==> src/include/hbc_pkg.sv <==
// Purpose: shared constants and types for the dual h-bridge chopper control
// Assumes: 25 MHz aclk, chopping oscillator sampled as a plain input
// Notes:   register map reached over AXI4-Lite, 32-bit data

package hbc_pkg;

   // clock and blanking timing
   localparam int unsigned CLK_PERIOD_NS   = 40;
   localparam int unsigned ANALOG_BLANK_NS = 400;
   localparam int unsigned ANALOG_BLANK_CYC =
      (ANALOG_BLANK_NS + CLK_PERIOD_NS - 1) / CLK_PERIOD_NS;   // least time, round up
   localparam logic [3:0]  ABLANK_LOAD   = 4'(ANALOG_BLANK_CYC);
   localparam logic [2:0]  DBLANK_SHORT  = 3'h4;               // oscillator clocks
   localparam logic [2:0]  DBLANK_LONG   = 3'h6;

   // chopping period: 16 oscillator clocks, fast decay from the 11th
   localparam logic [3:0]  FAST_EDGE     = 4'ha;
   localparam logic [3:0]  LAST_EDGE     = 4'hf;

   // register offsets and layout
   localparam logic [31:0] CTRL_OFS      = 32'h0000_0000;
   localparam logic [31:0] STAT_OFS      = 32'h0000_0004;
   localparam logic [1:0]  CTRL_RST      = 2'h3;
   localparam int unsigned CTRL_CC_A     = 0;
   localparam int unsigned CTRL_CC_B     = 1;
   localparam int unsigned STAT_STBY     = 0;
   localparam int unsigned STAT_MERGE    = 1;
   localparam int unsigned STAT_PHA_LSB  = 2;
   localparam int unsigned STAT_PHB_LSB  = 4;
   localparam int unsigned STAT_BLK_A    = 6;
   localparam int unsigned STAT_BLK_B    = 7;
   localparam int unsigned STAT_CNT_LSB  = 8;
   localparam logic [1:0]  RESP_OKAY     = 2'h0;
   localparam logic [1:0]  RESP_DECERR   = 2'h3;

   typedef enum logic [1:0] {
      HBC_CHARGE = 2'b00,
      HBC_SLOW   = 2'b01,
      HBC_FAST   = 2'b10
   } hbc_phase_t;

   typedef enum logic [1:0] {
      HBC_OFF   = 2'b00,
      HBC_BRAKE = 2'b01,
      HBC_CCW   = 2'b10,
      HBC_CW    = 2'b11
   } hbc_drive_t;

   typedef enum logic [1:0] {
      HBC_SEL_CTRL = 2'b00,
      HBC_SEL_STAT = 2'b01,
      HBC_SEL_NONE = 2'b10
   } hbc_sel_t;

   // switch gates of one bridge
   typedef struct packed {
      logic u1;
      logic u2;
      logic l1;
      logic l2;
   } hbc_sw_t;

   // chopper state of one bridge
   typedef struct packed {
      hbc_phase_t  phase;
      logic [3:0]  cnt;
      logic [2:0]  dblank;
      logic [3:0]  ablank;
   } hbc_chop_t;

   typedef struct packed {
      logic        awvalid;
      logic [31:0] awaddr;
      logic        wvalid;
      logic [31:0] wdata;
      logic [3:0]  wstrb;
      logic        bready;
      logic        arvalid;
      logic [31:0] araddr;
      logic        rready;
   } hbc_axi_req_t;

   typedef struct packed {
      logic        awready;
      logic        wready;
      logic        bvalid;
      logic [1:0]  bresp;
      logic        arready;
      logic        rvalid;
      logic [31:0] rdata;
      logic [1:0]  rresp;
   } hbc_axi_rsp_t;

   typedef struct packed {
      hbc_axi_rsp_t rsp;
      logic         aw_got;
      logic [31:0]  aw_addr;
      logic         w_got;
      logic [31:0]  wdata;
      logic [3:0]   wstrb;
      logic [1:0]   ctrl;
      logic [3:0]   dir_prev;
      logic         osc_prev;
      logic         standby;
      hbc_chop_t    chop_a;
      hbc_chop_t    chop_b;
      hbc_sw_t      sw_a;
      hbc_sw_t      sw_b;
   } hbc_state_t;

endpackage : hbc_pkg

==> src/rtl/hbc_chopper_ctl.sv <==
// Purpose: dual h-bridge decode, standby and constant-current chopping
// Assumes: all pins synchronous to aclk; oscillator sampled on aclk
// Notes:   switch gates are registered; AXI4-Lite holds ctrl and status
//
// The AXI4-Lite register port and the address map are this design's own decisions.

`timescale 1ns/1ps
`default_nettype none

module hbc_chopper_ctl (
   input  wire logic                  aclk,
   input  wire logic                  aresetn,
   input  wire hbc_pkg::hbc_axi_req_t axi_req,
   output var  hbc_pkg::hbc_axi_rsp_t axi_rsp,
   input  wire logic                  a_dir_ctl1,
   input  wire logic                  a_dir_ctl2,
   input  wire logic                  a_chop_gate,
   input  wire logic                  b_dir_ctl1,
   input  wire logic                  b_dir_ctl2,
   input  wire logic                  b_chop_gate,
   input  wire logic                  blank_len_sel,
   input  wire logic                  bridge_merge_sel,
   input  wire logic                  chop_osc_clk,
   input  wire logic                  a_current_limit_trip,
   input  wire logic                  b_current_limit_trip,
   output var  hbc_pkg::hbc_sw_t      a_sw,
   output var  hbc_pkg::hbc_sw_t      b_sw,
   output var  logic                  standby
);

   hbc_pkg::hbc_state_t s_q;
   hbc_pkg::hbc_state_t s_d;
   logic                osc_edge;
   logic [3:0]          dir_now;
   logic [2:0]          blank_len;

   // input decode of one bridge
   function automatic hbc_pkg::hbc_drive_t decode(input logic d1, input logic d2,
                                                  input logic gate);
      hbc_pkg::hbc_drive_t r;
      r = hbc_pkg::HBC_OFF;
      if (!gate) begin
         r = (d1 || d2) ? hbc_pkg::HBC_BRAKE : hbc_pkg::HBC_OFF;
      end else begin
         case ({d1, d2})
            2'b00:   r = hbc_pkg::HBC_OFF;
            2'b01:   r = hbc_pkg::HBC_CCW;
            2'b10:   r = hbc_pkg::HBC_CW;
            2'b11:   r = hbc_pkg::HBC_BRAKE;
            default: r = hbc_pkg::HBC_OFF;
         endcase
      end
      return r;
   endfunction : decode

   // switch gates from drive state and chopping phase
   function automatic hbc_pkg::hbc_sw_t gates(input hbc_pkg::hbc_drive_t drv,
                                              input hbc_pkg::hbc_phase_t ph);
      hbc_pkg::hbc_sw_t g;
      g = '0;
      case (drv)
         hbc_pkg::HBC_BRAKE: g = '{u1: 1'b0, u2: 1'b0, l1: 1'b1, l2: 1'b1};
         hbc_pkg::HBC_CW: begin
            case (ph)
               hbc_pkg::HBC_SLOW: g = '{u1: 1'b0, u2: 1'b0, l1: 1'b1, l2: 1'b1};
               hbc_pkg::HBC_FAST: g = '{u1: 1'b0, u2: 1'b1, l1: 1'b1, l2: 1'b0};
               default:           g = '{u1: 1'b1, u2: 1'b0, l1: 1'b0, l2: 1'b1};
            endcase
         end
         hbc_pkg::HBC_CCW: begin
            case (ph)
               hbc_pkg::HBC_SLOW: g = '{u1: 1'b0, u2: 1'b0, l1: 1'b1, l2: 1'b1};
               hbc_pkg::HBC_FAST: g = '{u1: 1'b1, u2: 1'b0, l1: 1'b0, l2: 1'b1};
               default:           g = '{u1: 1'b0, u2: 1'b1, l1: 1'b1, l2: 1'b0};
            endcase
         end
         default: g = '0;                                            // off, hi-z
      endcase
      return g;
   endfunction : gates

   // one aclk step of a bridge chopper
   function automatic hbc_pkg::hbc_chop_t chop_step(input hbc_pkg::hbc_chop_t cur,
                                                    input logic driving,
                                                    input logic cc_en,
                                                    input logic edge_i,
                                                    input logic trip,
                                                    input logic restart,
                                                    input logic [2:0] len);
      hbc_pkg::hbc_chop_t n;
      logic               wrap;
      n    = cur;
      wrap = edge_i && (cur.cnt == hbc_pkg::LAST_EDGE);
      if (!driving) begin
         // idle: preload so blanking covers the first charge
         n.phase  = hbc_pkg::HBC_CHARGE;
         n.cnt    = 4'h0;
         n.dblank = len;
         n.ablank = hbc_pkg::ABLANK_LOAD;
      end else begin
         if (cur.ablank != 4'h0) begin
            n.ablank = cur.ablank - 4'h1;
         end
         if (edge_i && cur.dblank != 3'h0) begin
            n.dblank = cur.dblank - 3'h1;
         end
         if (wrap) begin
            n.cnt    = 4'h0;
            n.phase  = hbc_pkg::HBC_CHARGE;
            n.dblank = len;
            n.ablank = hbc_pkg::ABLANK_LOAD;
         end else if (edge_i) begin
            n.cnt = cur.cnt + 4'h1;
            if (n.cnt == hbc_pkg::FAST_EDGE) begin
               n.phase = hbc_pkg::HBC_FAST;
            end
         end
         // trip honoured only in charge with both blankings done
         if (!wrap && n.phase == hbc_pkg::HBC_CHARGE && trip &&
             cur.dblank == 3'h0 && cur.ablank == 4'h0) begin
            n.phase = hbc_pkg::HBC_SLOW;
         end
         if (restart) begin
            n.dblank = len;
            n.ablank = hbc_pkg::ABLANK_LOAD;
         end
         if (!cc_en) begin
            n.phase = hbc_pkg::HBC_CHARGE;                           // direct pwm
         end
      end
      return n;
   endfunction : chop_step

   // register decode, shared by the read and write paths
   function automatic hbc_pkg::hbc_sel_t reg_sel(input logic [31:0] addr);
      hbc_pkg::hbc_sel_t r;
      r = hbc_pkg::HBC_SEL_NONE;
      if ({addr[31:2], 2'b00} == hbc_pkg::CTRL_OFS) begin
         r = hbc_pkg::HBC_SEL_CTRL;
      end else if ({addr[31:2], 2'b00} == hbc_pkg::STAT_OFS) begin
         r = hbc_pkg::HBC_SEL_STAT;
      end
      return r;
   endfunction : reg_sel

   // oscillator edge, direction snapshot, blanking length
   assign osc_edge  = chop_osc_clk && !s_q.osc_prev;
   assign dir_now   = {a_dir_ctl1, a_dir_ctl2, b_dir_ctl1, b_dir_ctl2};
   assign blank_len = blank_len_sel ? hbc_pkg::DBLANK_LONG
                                    : hbc_pkg::DBLANK_SHORT;

   // next state: bus slave and both bridges
   always_comb begin
      hbc_pkg::hbc_drive_t drv_a;
      hbc_pkg::hbc_drive_t drv_b;
      hbc_pkg::hbc_sel_t   sel;
      logic                dir_chg;
      logic [31:0]         rd;
      drv_a   = hbc_pkg::HBC_OFF;
      drv_b   = hbc_pkg::HBC_OFF;
      sel     = hbc_pkg::HBC_SEL_NONE;
      dir_chg = 1'b0;
      rd      = 32'h0000_0000;
      s_d     = s_q;

      // write address and data are taken independently
      if (axi_req.awvalid && s_q.rsp.awready) begin
         s_d.aw_got  = 1'b1;
         s_d.aw_addr = axi_req.awaddr;
      end
      if (axi_req.wvalid && s_q.rsp.wready) begin
         s_d.w_got = 1'b1;
         s_d.wdata = axi_req.wdata;
         s_d.wstrb = axi_req.wstrb;
      end
      if (s_q.rsp.bvalid && axi_req.bready) begin
         s_d.rsp.bvalid = 1'b0;
      end
      if (s_d.aw_got && s_d.w_got && !s_d.rsp.bvalid) begin
         sel            = reg_sel(s_d.aw_addr);
         s_d.rsp.bvalid = 1'b1;
         s_d.rsp.bresp  = (sel == hbc_pkg::HBC_SEL_NONE) ? hbc_pkg::RESP_DECERR
                                                          : hbc_pkg::RESP_OKAY;
         if (sel == hbc_pkg::HBC_SEL_CTRL && s_d.wstrb[0]) begin
            s_d.ctrl = s_d.wdata[1:0];
         end
         s_d.aw_got = 1'b0;
         s_d.w_got  = 1'b0;
      end
      s_d.rsp.awready = !s_d.aw_got && !s_d.rsp.bvalid;
      s_d.rsp.wready  = !s_d.w_got && !s_d.rsp.bvalid;

      // read channel: answer one cycle after the address
      if (s_q.rsp.rvalid && axi_req.rready) begin
         s_d.rsp.rvalid = 1'b0;
      end
      if (axi_req.arvalid && s_q.rsp.arready) begin
         sel = reg_sel(axi_req.araddr);
         case (sel)
            hbc_pkg::HBC_SEL_CTRL: rd[1:0] = s_q.ctrl;
            hbc_pkg::HBC_SEL_STAT: begin
               rd[hbc_pkg::STAT_STBY]  = s_q.standby;
               rd[hbc_pkg::STAT_MERGE] = bridge_merge_sel;
               rd[hbc_pkg::STAT_PHA_LSB +: 2] = s_q.chop_a.phase;
               rd[hbc_pkg::STAT_PHB_LSB +: 2] = s_q.chop_b.phase;
               rd[hbc_pkg::STAT_BLK_A] = (s_q.chop_a.dblank != 3'h0);
               rd[hbc_pkg::STAT_BLK_B] = (s_q.chop_b.dblank != 3'h0);
               rd[hbc_pkg::STAT_CNT_LSB +: 4] = s_q.chop_a.cnt;
            end
            default: rd = 32'h0000_0000;
         endcase
         s_d.rsp.rvalid = 1'b1;
         s_d.rsp.rdata  = rd;
         s_d.rsp.rresp  = (sel == hbc_pkg::HBC_SEL_NONE) ? hbc_pkg::RESP_DECERR
                                                          : hbc_pkg::RESP_OKAY;
      end
      s_d.rsp.arready = !s_d.rsp.rvalid;

      // standby and input decode
      s_d.standby  = !(a_dir_ctl1 || a_dir_ctl2 || a_chop_gate ||
                       b_dir_ctl1 || b_dir_ctl2 || b_chop_gate);
      dir_chg      = (dir_now != s_q.dir_prev);
      s_d.dir_prev = dir_now;
      s_d.osc_prev = chop_osc_clk;
      drv_a        = decode(a_dir_ctl1, a_dir_ctl2, a_chop_gate);
      drv_b        = decode(b_dir_ctl1, b_dir_ctl2, b_chop_gate);

      // chopper of bridge A; in merged mode the sense inputs are tied
      s_d.chop_a = chop_step(s_q.chop_a,
                             drv_a == hbc_pkg::HBC_CW || drv_a == hbc_pkg::HBC_CCW,
                             s_q.ctrl[hbc_pkg::CTRL_CC_A], osc_edge,
                             a_current_limit_trip ||
                                (bridge_merge_sel && b_current_limit_trip),
                             dir_chg, blank_len);
      s_d.sw_a   = gates(drv_a, s_d.chop_a.phase);

      if (bridge_merge_sel) begin
         s_d.chop_b = s_d.chop_a;
         s_d.sw_b   = s_d.sw_a;
      end else begin
         s_d.chop_b = chop_step(s_q.chop_b,
                                drv_b == hbc_pkg::HBC_CW || drv_b == hbc_pkg::HBC_CCW,
                                s_q.ctrl[hbc_pkg::CTRL_CC_B], osc_edge,
                                b_current_limit_trip, dir_chg, blank_len);
         s_d.sw_b   = gates(drv_b, s_d.chop_b.phase);
      end
      if (s_d.standby) begin
         s_d.sw_a = '0;
         s_d.sw_b = '0;
      end
   end

   // state register
   always_ff @(posedge aclk) begin
      if (!aresetn) begin
         s_q      <= '0;
         s_q.ctrl <= hbc_pkg::CTRL_RST;
      end else begin
         s_q <= s_d;
      end
   end

   // outputs straight from the state register
   assign axi_rsp = s_q.rsp;
   assign a_sw    = s_q.sw_a;
   assign b_sw    = s_q.sw_b;
   assign standby = s_q.standby;
endmodule : hbc_chopper_ctl

`default_nettype wire

==> config.mk <==
export PLATFORM = sky130hd
export DESIGN_NAME = hbc_chopper_ctl
export DESIGN_NICKNAME = d
export VERILOG_FILES = /design/src/include/hbc_pkg.sv /design/src/rtl/hbc_chopper_ctl.sv
export SDC_FILE = /design/constraint.sdc
export NUM_CORES = 1
export LEC_CHECK = 0
export BUFFER_PORTS_ARGS = -buffer_cell sky130_fd_sc_hd__clkbuf_2
export CORE_UTILIZATION = 42
export DETAILED_ROUTE_END_ITERATION = 8
export PLACE_DENSITY = 0.68
export RECOVER_POWER = 100
export SETUP_SLACK_MARGIN = 0.05
export SYNTH_ARGS = -nofsm -noshare
export SYNTH_HDL_FRONTEND = slang
export SYNTH_SLANG_ARGS = --single-unit
==> constraint.sdc <==
create_clock -name aclk -period 2.3 [get_ports aclk]
set_input_delay 0.23 -clock aclk [delete_from_list [all_inputs] [get_ports aclk]]
set_output_delay 0.23 -clock aclk [all_outputs]
set_load 0.01 [all_outputs]
# Word level (Yosys, flattened, before mapping)
# Cells that the tools add are included.
dict set report classes {
  addsub 6
  eq_ne 29
  muxes 57
  n_reduce_logical 60
}
# operator count
set op_table {}
lappend op_table {{equality test 30 x 1 -> 1 bit, second input constant} 2}
lappend op_table {{zero test 30 bit} 2}
lappend op_table {{2-to-1 mux 13 bit} 4}
lappend op_table {{2-to-1 mux 6 bit} 7}
lappend op_table {{2-to-1 mux 37 bit} 1}
lappend op_table {{2-to-1 mux 35 bit} 1}
lappend op_table {{2-to-1 mux 2 bit} 17}
lappend op_table {{2-to-1 mux 33 bit} 1}
lappend op_table {{one-hot mux 4 bit (2 select lines)} 4}
lappend op_table {{2-to-1 mux 7 bit} 4}
lappend op_table {{equality test 2 bit, second input constant} 12}
lappend op_table {{logical AND 1 bit} 24}
lappend op_table {{one-hot mux 4 bit (3 select lines)} 2}
lappend op_table {{equality test 4 bit, second input constant} 4}
lappend op_table {{one-hot mux 2 bit (4 select lines)} 2}
lappend op_table {{equality test 2 x 1 -> 1 bit, second input constant} 7}
lappend op_table {{zero test 2 bit} 6}
lappend op_table {{2-to-1 mux 4 bit} 3}
lappend op_table {{2-to-1 mux 10 bit} 1}
lappend op_table {{!= test 5 x 3 -> 1 bit, second input constant} 2}
lappend op_table {{zero test 1 bit} 9}
lappend op_table {{logical OR 1 bit} 9}
lappend op_table {{2-to-1 mux 3 bit} 3}
lappend op_table {{adder 4 x 1 -> 4 bit, second input constant} 2}
lappend op_table {{other kinds (11)} 23}
dict set report totals {
  reg_bits 133
  out_inout_bits 50
  wordCells 188
}

# Longest topological paths before layout
# Gate-level depths: netlist of run 1.
dict set report logic_depth {
  ltp_word 20
  depth_mapped 12
  mapped_depth_nobuf 12
}

# Worst setup path before layout of run 1
# OpenSTA, ideal clock, no wires.
dict set report synth_timing {
  path_type {input to register}
  from {in a_dir_ctl2}
  to {reg s_q, in the netlist b_sw[3]}
  arrival_ps 2127
  t_required_ps 2186
  setup_slack_ps 59
  stages 10
  n_path_buf 0
  path_cell_list {inv_1 > ha_1 > nand2_1 > a41oi_4 > nand2_1 > or3_4 > ha_1 > mux2i_1 > nor3_1 > a21o_1}
}
dict set report synth_between {
  elab_chain_len 10
  elab_cells_between_ends 24
  classes_between {eq/ne (8); mux (8); reduce/logical (8)}
}
# element line_no
set synth_lines {}
lappend synth_lines {{start: declaration} hbc_chopper_ctl.sv:16} ;# input wire logic a_dir_ctl2,
lappend synth_lines {{equality test 2 bit (tied with other cells)} hbc_chopper_ctl.sv:45} ;# case ({d1, d2})
lappend synth_lines {{one-hot mux 2 bit (4 select lines) or 2-to-1 mux 1 bit (tied branches)} {hbc_chopper_ctl.sv:45, hbc_chopper_ctl.sv:43}}
lappend synth_lines {{2-to-1 mux 2 bit} hbc_chopper_ctl.sv:42} ;# if (!gate) begin
lappend synth_lines {{equality test 2 bit} {hbc_chopper_ctl.sv:61, hbc_chopper_ctl.sv:230}}
lappend synth_lines {{logical OR 1 bit} hbc_chopper_ctl.sv:230} ;# drv_a == hbc_pkg::HBC_CW || drv_a == hbc_pkg::HBC_CCW,
lappend synth_lines {{2-to-1 mux 13 bit} hbc_chopper_ctl.sv:94} ;# if (!driving) begin
lappend synth_lines {{equality test 2 bit or equality test 2 x 1 -> 1 bit (tied branches)} {hbc_chopper_ctl.sv:64, hbc_chopper_ctl.sv:71}}
lappend synth_lines {{one-hot mux 4 bit (2 select lines), on equally long branches} {hbc_chopper_ctl.sv:71, hbc_chopper_ctl.sv:64}}
lappend synth_lines {{one-hot mux 4 bit (3 select lines)} hbc_chopper_ctl.sv:61} ;# case (drv)
lappend synth_lines {{2-to-1 mux 4 bit} hbc_chopper_ctl.sv:237} ;# if (bridge_merge_sel) begin
lappend synth_lines {{end: declaration} hbc_chopper_ctl.sv:31} ;# hbc_pkg::hbc_state_t s_q;
# Several ways; a longest one is shown, not always the timed one.
# A chain may end at the register's enable or synchronous reset.

# Worst setup path in the final report of run 1
dict set report layout_timing {
  from {reg s_q[29] in the netlist's numbering}
  to {reg s_q, in the netlist b_sw[1]}
}
dict set report layout_between {
  elab_chain_len 18
  elab_cells_between_ends 23
  classes_between {add/sub (1); eq/ne (4); mux (11); reduce/logical (7)}
}
# element line_no
set layout_lines {}
lappend layout_lines {{adder 4 x 1 -> 4 bit} hbc_chopper_ctl.sv:113} ;# n.cnt = cur.cnt + 4'h1;
lappend layout_lines {{equality test 4 bit} hbc_chopper_ctl.sv:114} ;# if (n.cnt == hbc_pkg::FAST_EDGE) begin
lappend layout_lines {{2-to-1 mux 2 bit} hbc_chopper_ctl.sv:114}
lappend layout_lines {{2-to-1 mux 6 bit} hbc_chopper_ctl.sv:112} ;# end else if (edge_i) begin
lappend layout_lines {{2-to-1 mux 6 bit} hbc_chopper_ctl.sv:107} ;# if (wrap) begin
lappend layout_lines {{2-to-1 mux 6 bit} hbc_chopper_ctl.sv:94}
lappend layout_lines {{zero test 2 bit} hbc_chopper_ctl.sv:119} ;# if (!wrap && n.phase == hbc_pkg::HBC_CHARGE && trip &&
lappend layout_lines {{logical AND 1 bit (3 in series)} hbc_chopper_ctl.sv:119}
lappend layout_lines {{logical AND 1 bit} hbc_chopper_ctl.sv:120} ;# cur.dblank == 3'h0 && cur.ablank == 4'h0) begin
lappend layout_lines {{2-to-1 mux 2 bit *} hbc_chopper_ctl.sv:119}
lappend layout_lines {{2-to-1 mux 2 bit *} hbc_chopper_ctl.sv:127} ;# if (!cc_en) begin
lappend layout_lines {{2-to-1 mux 13 bit *} hbc_chopper_ctl.sv:94}
lappend layout_lines {{equality test 2 bit or equality test 2 x 1 -> 1 bit (tied branches)} {hbc_chopper_ctl.sv:64, hbc_chopper_ctl.sv:71}}
lappend layout_lines {{one-hot mux 4 bit (2 select lines), on equally long branches} {hbc_chopper_ctl.sv:71, hbc_chopper_ctl.sv:64}}
lappend layout_lines {{one-hot mux 4 bit (3 select lines) *} hbc_chopper_ctl.sv:61}
lappend layout_lines {{2-to-1 mux 4 bit *} hbc_chopper_ctl.sv:237}
# Mark *: on every way between the ends. The rest lies on a longest branch, timed or not. The select of a mux whose other input is x is not followed.

==> results of run 1 <==
[area by class of cell]
class                   count  share of cell area
clock buffers              10              0.0422
clock inverters             6              0.0128
well taps                 140              0.0309
flip-flops and latches     96               0.339
repair buffers            135               0.122
inverters                  24              0.0159
multi-input cells         402               0.437
[final timing paths]
path | from | endpoint | slack [ps] | cells after the start
min reg2reg | s_q[111]$_SDFF_PN0_ | axi_rsp[40]$_SDFF_PN0_ | 430 | 1
max | s_q[29]$_SDFF_PN0_ | b_sw[1]$_SDFF_PN0_ | 130 | 9
max reg2reg | s_q[29]$_SDFF_PN0_ | b_sw[1]$_SDFF_PN0_ | 130 | 9
min | axi_req[93] | s_q[100]$_SDFF_PN0_ | 110 | 3
[state kept, by name (all words and copies together), names as in the netlist]
name and count:
axi_rsp 19, s_q 68, b_sw 4, a_sw 4
standby 1
[power by group through the flow]
stage          Sequential, mW  Clock [mW]  Combinational, mW
2_1_floorplan            1.80           0              0.355
3_3_place_gp             1.80           0              0.489
3_5_place_dp             1.81           0              0.501
4_1_cts                  1.77        1.59              0.508
5_1_grt                  1.77        1.66              0.562
6_report                 1.77        1.56              0.503
[stage by stage]
step	hold WS, ps	total power [mW]	TNS (ps)	area, sq um
floorplan	366	2.15	0	4880
CTS	104	3.86	0	5660
global placement	409	2.29	-162	5340
detailed placement	416	2.31	-545	5340
finish	110	3.83	0	5670
global route	112	3.99	0	5670
[worst reg2reg max path, cell delays in order, from the launching register on]
cell and delay [ps]:
dfxtp_1 350, ha_1 270, a41oi_4 240, nand2_1 90, or3_4 430, ha_4 290
nand3_1 70, o2bb2ai_1 140, nand3_1 90, o31ai_1 80
[cells by family after synthesis]
family | share of synthesized area
compound gates | 0.134
xor+xnor | 0.0273
fa+ha+maj | 0.0521
buf+inv | 0.116
flops | 0.400
mux | 0.0315
other cells | 0.000780
simple gates | 0.239
[layer usage]
layer | vias up | share of wire | track usage
li1 | 2113 | - | -
met1 | 1960 | 0.45 | 0.248
met2 | 168 | 0.46 | 0.313
met3 | 18 | 0.064 | 0.0341
met4 | 0 | 0.020 | 0.100
met5 | - | 0 | 0
[repair_timing]
action | CTS | global route
pin swaps | 0 | 1
hold buffers | 0 | 0
setup endpoints to repair | 3 | 5
hold endpoints to repair | 0 | 0
resized for setup | 3 | 13
[cell usage in the layout (no fill, tap or decap), types with 2 or more instances in the layout]
cell type and n:
and2_2 2, clkbuf_2 79, nor3_1 11, dfxtp_1 95, a32oi_1 3, nand2b_1 5
or3_1 4, nand2_1 81, ha_4 2, o21ai_0 8, conb_1 20, and2_1 4
nor3b_2 2, nor4_1 20, a21oi_1 51, a21o_1 5, o2bb2ai_1 3, or3_4 2
inv_1 24, a2bb2oi_1 2, nor2b_1 3, ha_2 3, nand3_1 13, ha_1 15
inv_6 3, nand3b_1 2, clkbuf_16 9, and3_1 7, xnor2_1 6, nor3_2 4
mux2i_1 14, o22ai_1 6, clkbuf_1 32, nor2_1 46, xor2_1 9, buf_4 23
nand4_1 7, o21ai_1 2, a22oi_1 10, nor3b_1 5
==> reports/qor.yml, run 1 <==
sta:
  clock.fmax_ghz: 0.461
  slew_violations: 0
  worst_slack_ps: 131
  period_needed_ps: 2170
  fin_skew_ps: 7.28
  max_slew_margin: 0.396
  hold_viol_final: 0
  tightest_slew_ps: 904
  rsz0062_at_grt: "true"
  setup_viol: 0
  finalCritPeriodShare: 0.943
cts:
  cts_num_sinks: 96
  tritoncts: "done"
  postCtsSetupBuffers: 0
  root_buffer: "clkbuf_16"
  cts_buffer_depth: 2
  cts.reportedPaths.clkPinSlew_ps: 70
  clock_latency_ps: 350
  cts_buffers: 9
  htree_levels: 3
place:
  place_congestion: 0.805
  io_buffers: 110
  dpl.cell_count: 797
  hpwlAfterDp_microns: 8650
  place_ws_ps: -146
synthesis:
  ys_types: 58
  yosysTopAreaCell: "dfxtp_1"
  ys_async_sr_fraction: 0
  synth_area_leaders: "dfxtp_1 40%, buf_4 7.7%, nand2_1 6.3%, a21oi_1 5.4%, ha_1 5.2%"
  netlist_area_sq_um: 4810
  syn_inst: 574
  synth_top_area_frac: 0.400
  synth_edf_count: 0
  dominantRegCellSynth: "dfxtp_1"
  synth_seq_cells: 96
  synth.yosys.seq_area_share: 0.400
  synth_common_cells: "96 x dfxtp_1, 81 x nand2_1, 52 x a21oi_1"
  synth_most_common_cell: "dfxtp_1"
  synth_area_per_cell_sq_um: 8.37
  ys_warn_count: 0
detailed_routing:
  num_vias: 4259
  drc: 0
  wl_per_cell_microns: 14.2
  drt-total-wl_microns: 11600
  via_per_inst: 5.24
  drt_pass1_iterations: 5
  first_iter_violations: 392
  drtAntennaViolNets: 0
critical_path:
  cp.arrival_ps: 2390
  crit_slowest_cell: "or3_4"
  crit_top_cell: "nand3_1"
  critPathBufInv: 0
  worst-setup-path-type: "reg -> reg"
  cpPeakStageDelay_ps: 430
  cpLargestDelayFamily: "simple AND/OR/NAND/NOR gates"
  worstPathMaxFanout: 5
  critPathLaunchType: "flip-flop"
  end_kind: "flip-flop"
  critPathRequiredTime_ps: 2520
  crit_chain: "ha_1 -> a41oi_4 -> nand2_1 -> or3_4 -> ha_4 -> nand3_1 -> o2bb2ai_1 -> nand3_1 -> o31ai_1"
power:
  power.density_nw_per_um2: 676
  leakagePower_nw: 2.43
  p_int_mw: 2.82
  p_clk_frac: 0.407
  power_frac_comb: 0.131
  p_sw_mw: 1.01
  power_frac_seq: 0.461
  max-vdd-ir-drop_mv: 0.522
  p_sw_frac: 0.263
finish:
  multi_input_area_sq_um: 2480
  finish.utilization: 0.516
  area.sequential_sq_um: 1920
  fillers: 1054
  final_cells: 813
  finish.net_count: 806
  drive_above_1_share: 0.218
  insertedDiodeCount: 0
  area_growth_pct: 17.9
die:
  core_area_sq_um: 11000
  rows: 38
  io_pins: 168
  die_h_microns: 109
  die_area_sq_um: 11900
  initial_core_util: 0.438
  die_width_microns: 109
status:
  outcome: "completed"
global_routing:
  globalRouteOverflowTotal: 0
  first_global_vias: 3812
  grt_pass1_wl_microns: 17600
  groute.usage.overall: 0.195
  antenna_found_initial: 0
  grt_max_degree: 51
min_path:
  worstHoldPathType: "in -> reg"
run:
  drv_cap: 0
Note: power is estimated with default switching activity, not from simulation.
==> run 2: changes to the inputs <==
- CORE_UTILIZATION: 42 -> 45
- PLACE_DENSITY: 0.68 -> 0.72
==> run 2 against run 1 <==
Effect of this change: register-to-register slack got worse by 90 ps; count of clock-buffer cells in the layout rose by 1; total power fell by 14%; design area fell by 1.6%; setup slack got worse by 86 ps; sequential cell count did not move; die area fell by 6.6%; critical endpoint is now b_sw[3]$_SDFF_PN0_; largest cell class unchanged; largest power group unchanged.
==> reports/qor.yml, run 2 (same netlist as run 1, synthesis figures left out) <==
critical_path:
  cp.arrival_ps: 2520
  worstPathMaxFanout: 4
  r2r_start: "s_q[25]$_SDFF_PN0_"
  critPathLaunchType: "flip-flop"
  end_kind: "flip-flop"
  worst-setup-path-type: "reg -> reg"
  critPathRequiredTime_ps: 2570
  startpoint: "s_q[25]$_SDFF_PN0_"
  ff2ff_path_depth: 10
sta:
  period_needed_ps: 2260
  setup_viol: 0
  tightest_slew_ps: 969
  hold_viol_final: 0
  fin_skew_ps: 10.4
  slew_violations: 0
  max_slew_margin: 0.354
  worst_slack_ps: 44.6
  finalHoldWorstSlack_ps: 78.7
  finalCritPeriodShare: 0.981
  rsz0062_at_grt: "true"
  clock.fmax_ghz: 0.443
place:
  dpl_cell_area_sq_um: 5350
  io_buffers: 110
  place_congestion: 0.813
  hpwlAfterDp_microns: 8710
  place_ws_ps: -156
finish:
  final_common_cell: "dfxtp_1"
  area_growth_pct: 16.1
  layout_common_cells: "95 x dfxtp_1, 81 x nand2_1, 80 x clkbuf_2"
  finish.utilization: 0.540
  drive_above_1_share: 0.230
  fillers: 940
  finish.net_count: 812
  insertedDiodeCount: 0
  fin_area_sq_um: 5580
  largest_reg_flops: 68
  largest_register: "s_q"
die:
  die_width_microns: 105
  rows: 37
  core_area_sq_um: 10300
  initial_core_util: 0.466
  io_pins: 168
  die_area_sq_um: 11100
  die_h_microns: 105
cts:
  cts_num_sinks: 96
  clock_latency_ps: 370
  cts_buffers: 9
  tritoncts: "done"
  htree_levels: 3
  cts.reportedPaths.clkPinSlew_ps: 90
  root_buffer: "clkbuf_8"
  cts_buffer_depth: 2
status:
  outcome: "completed"
power:
  leakagePower_nw: 2.39
  max-vdd-ir-drop_mv: 0.264
  power.density_nw_per_um2: 589
  p_total_mw: 3.29
min_path:
  hp-start: "axi_req[83]"
  worstHoldPathType: "in -> reg"
  hold_depth: 3
global_routing:
  groute.usage.overall: 0.209
  grt_pass1_wl_microns: 18500
  antenna_found_initial: 0
  globalRouteOverflowTotal: 0
  first_global_vias: 3966
  grt_max_degree: 31
detailed_routing:
  drc: 0
  drt-total-wl_microns: 11600
  first_iter_violations: 277
  wl_per_cell_microns: 14.2
  drt_pass1_iterations: 4
  drtAntennaViolNets: 0
  via_per_inst: 5.20
  num_vias: 4230
run:
  drv_cap: 0
run 2: layout make-up:
type	instances	area, sq um	share of cell area
clock inverters	4	30.0	0.00538
repair buffers	141	731	0.131
multi-input cells	402	2490	0.447
flip-flops and latches	96	1920	0.345
clock buffers	11	141	0.0253
well taps	136	170	0.0305
inverters	24	90.1	0.0161
run 2: worst paths after layout:
check | to | slack, ps
setup / recovery | b_sw[3]$_SDFF_PN0_ | 40
hold / removal | s_q[90]$_SDFF_PN0_ | 80
setup reg to reg | b_sw[3]$_SDFF_PN0_ | 40
hold reg to reg | axi_rsp[40]$_SDFF_PN0_ | 440
run 2: per-stage QoR:
step                instances  setup TNS (ps)
finish                    814               0
global route              814           -70.0
CTS                       813               0
detailed placement        797            -579
global placement          797            -297
floorplan                 593               0
run 2: where the power goes:
part | internal [mW] | total [mW] | switching (mW)
registers | 1.73 | 1.77 | 0.0383
logic | 0.214 | 0.512 | 0.298
clock network | 0.421 | 1.01 | 0.587
total | 2.36 | 3.29 | 0.923
run 2: repair_timing:
action                     4_1_cts  5_1_grt
hold buffers                     0        0
resized for setup                7       23
buffers inserted                 1        1
setup endpoints to repair        4        6
pin swaps                        3       11
run 2: worst max-delay path: stages, from the launching register on:
cell and delay [ps]:
dfxtp_1 320, inv_2 70, ha_2 180, nand2b_1 100
nor3_1 200, a21oi_1 120, or3_4 370, ha_4 270
mux2i_1 240, nor3_2 90, a21o_1 180
run 2: per-layer routing:
layer,part of all wire,up-vias,routed length [microns],track usage
met1,0.44,1948,5110,0.261
li1,-,2110,-,-
met2,0.47,150,5440,0.348
met3,0.063,22,733,0.0408
met5,0,-,0,0
met4,0.025,0,295,0.0926
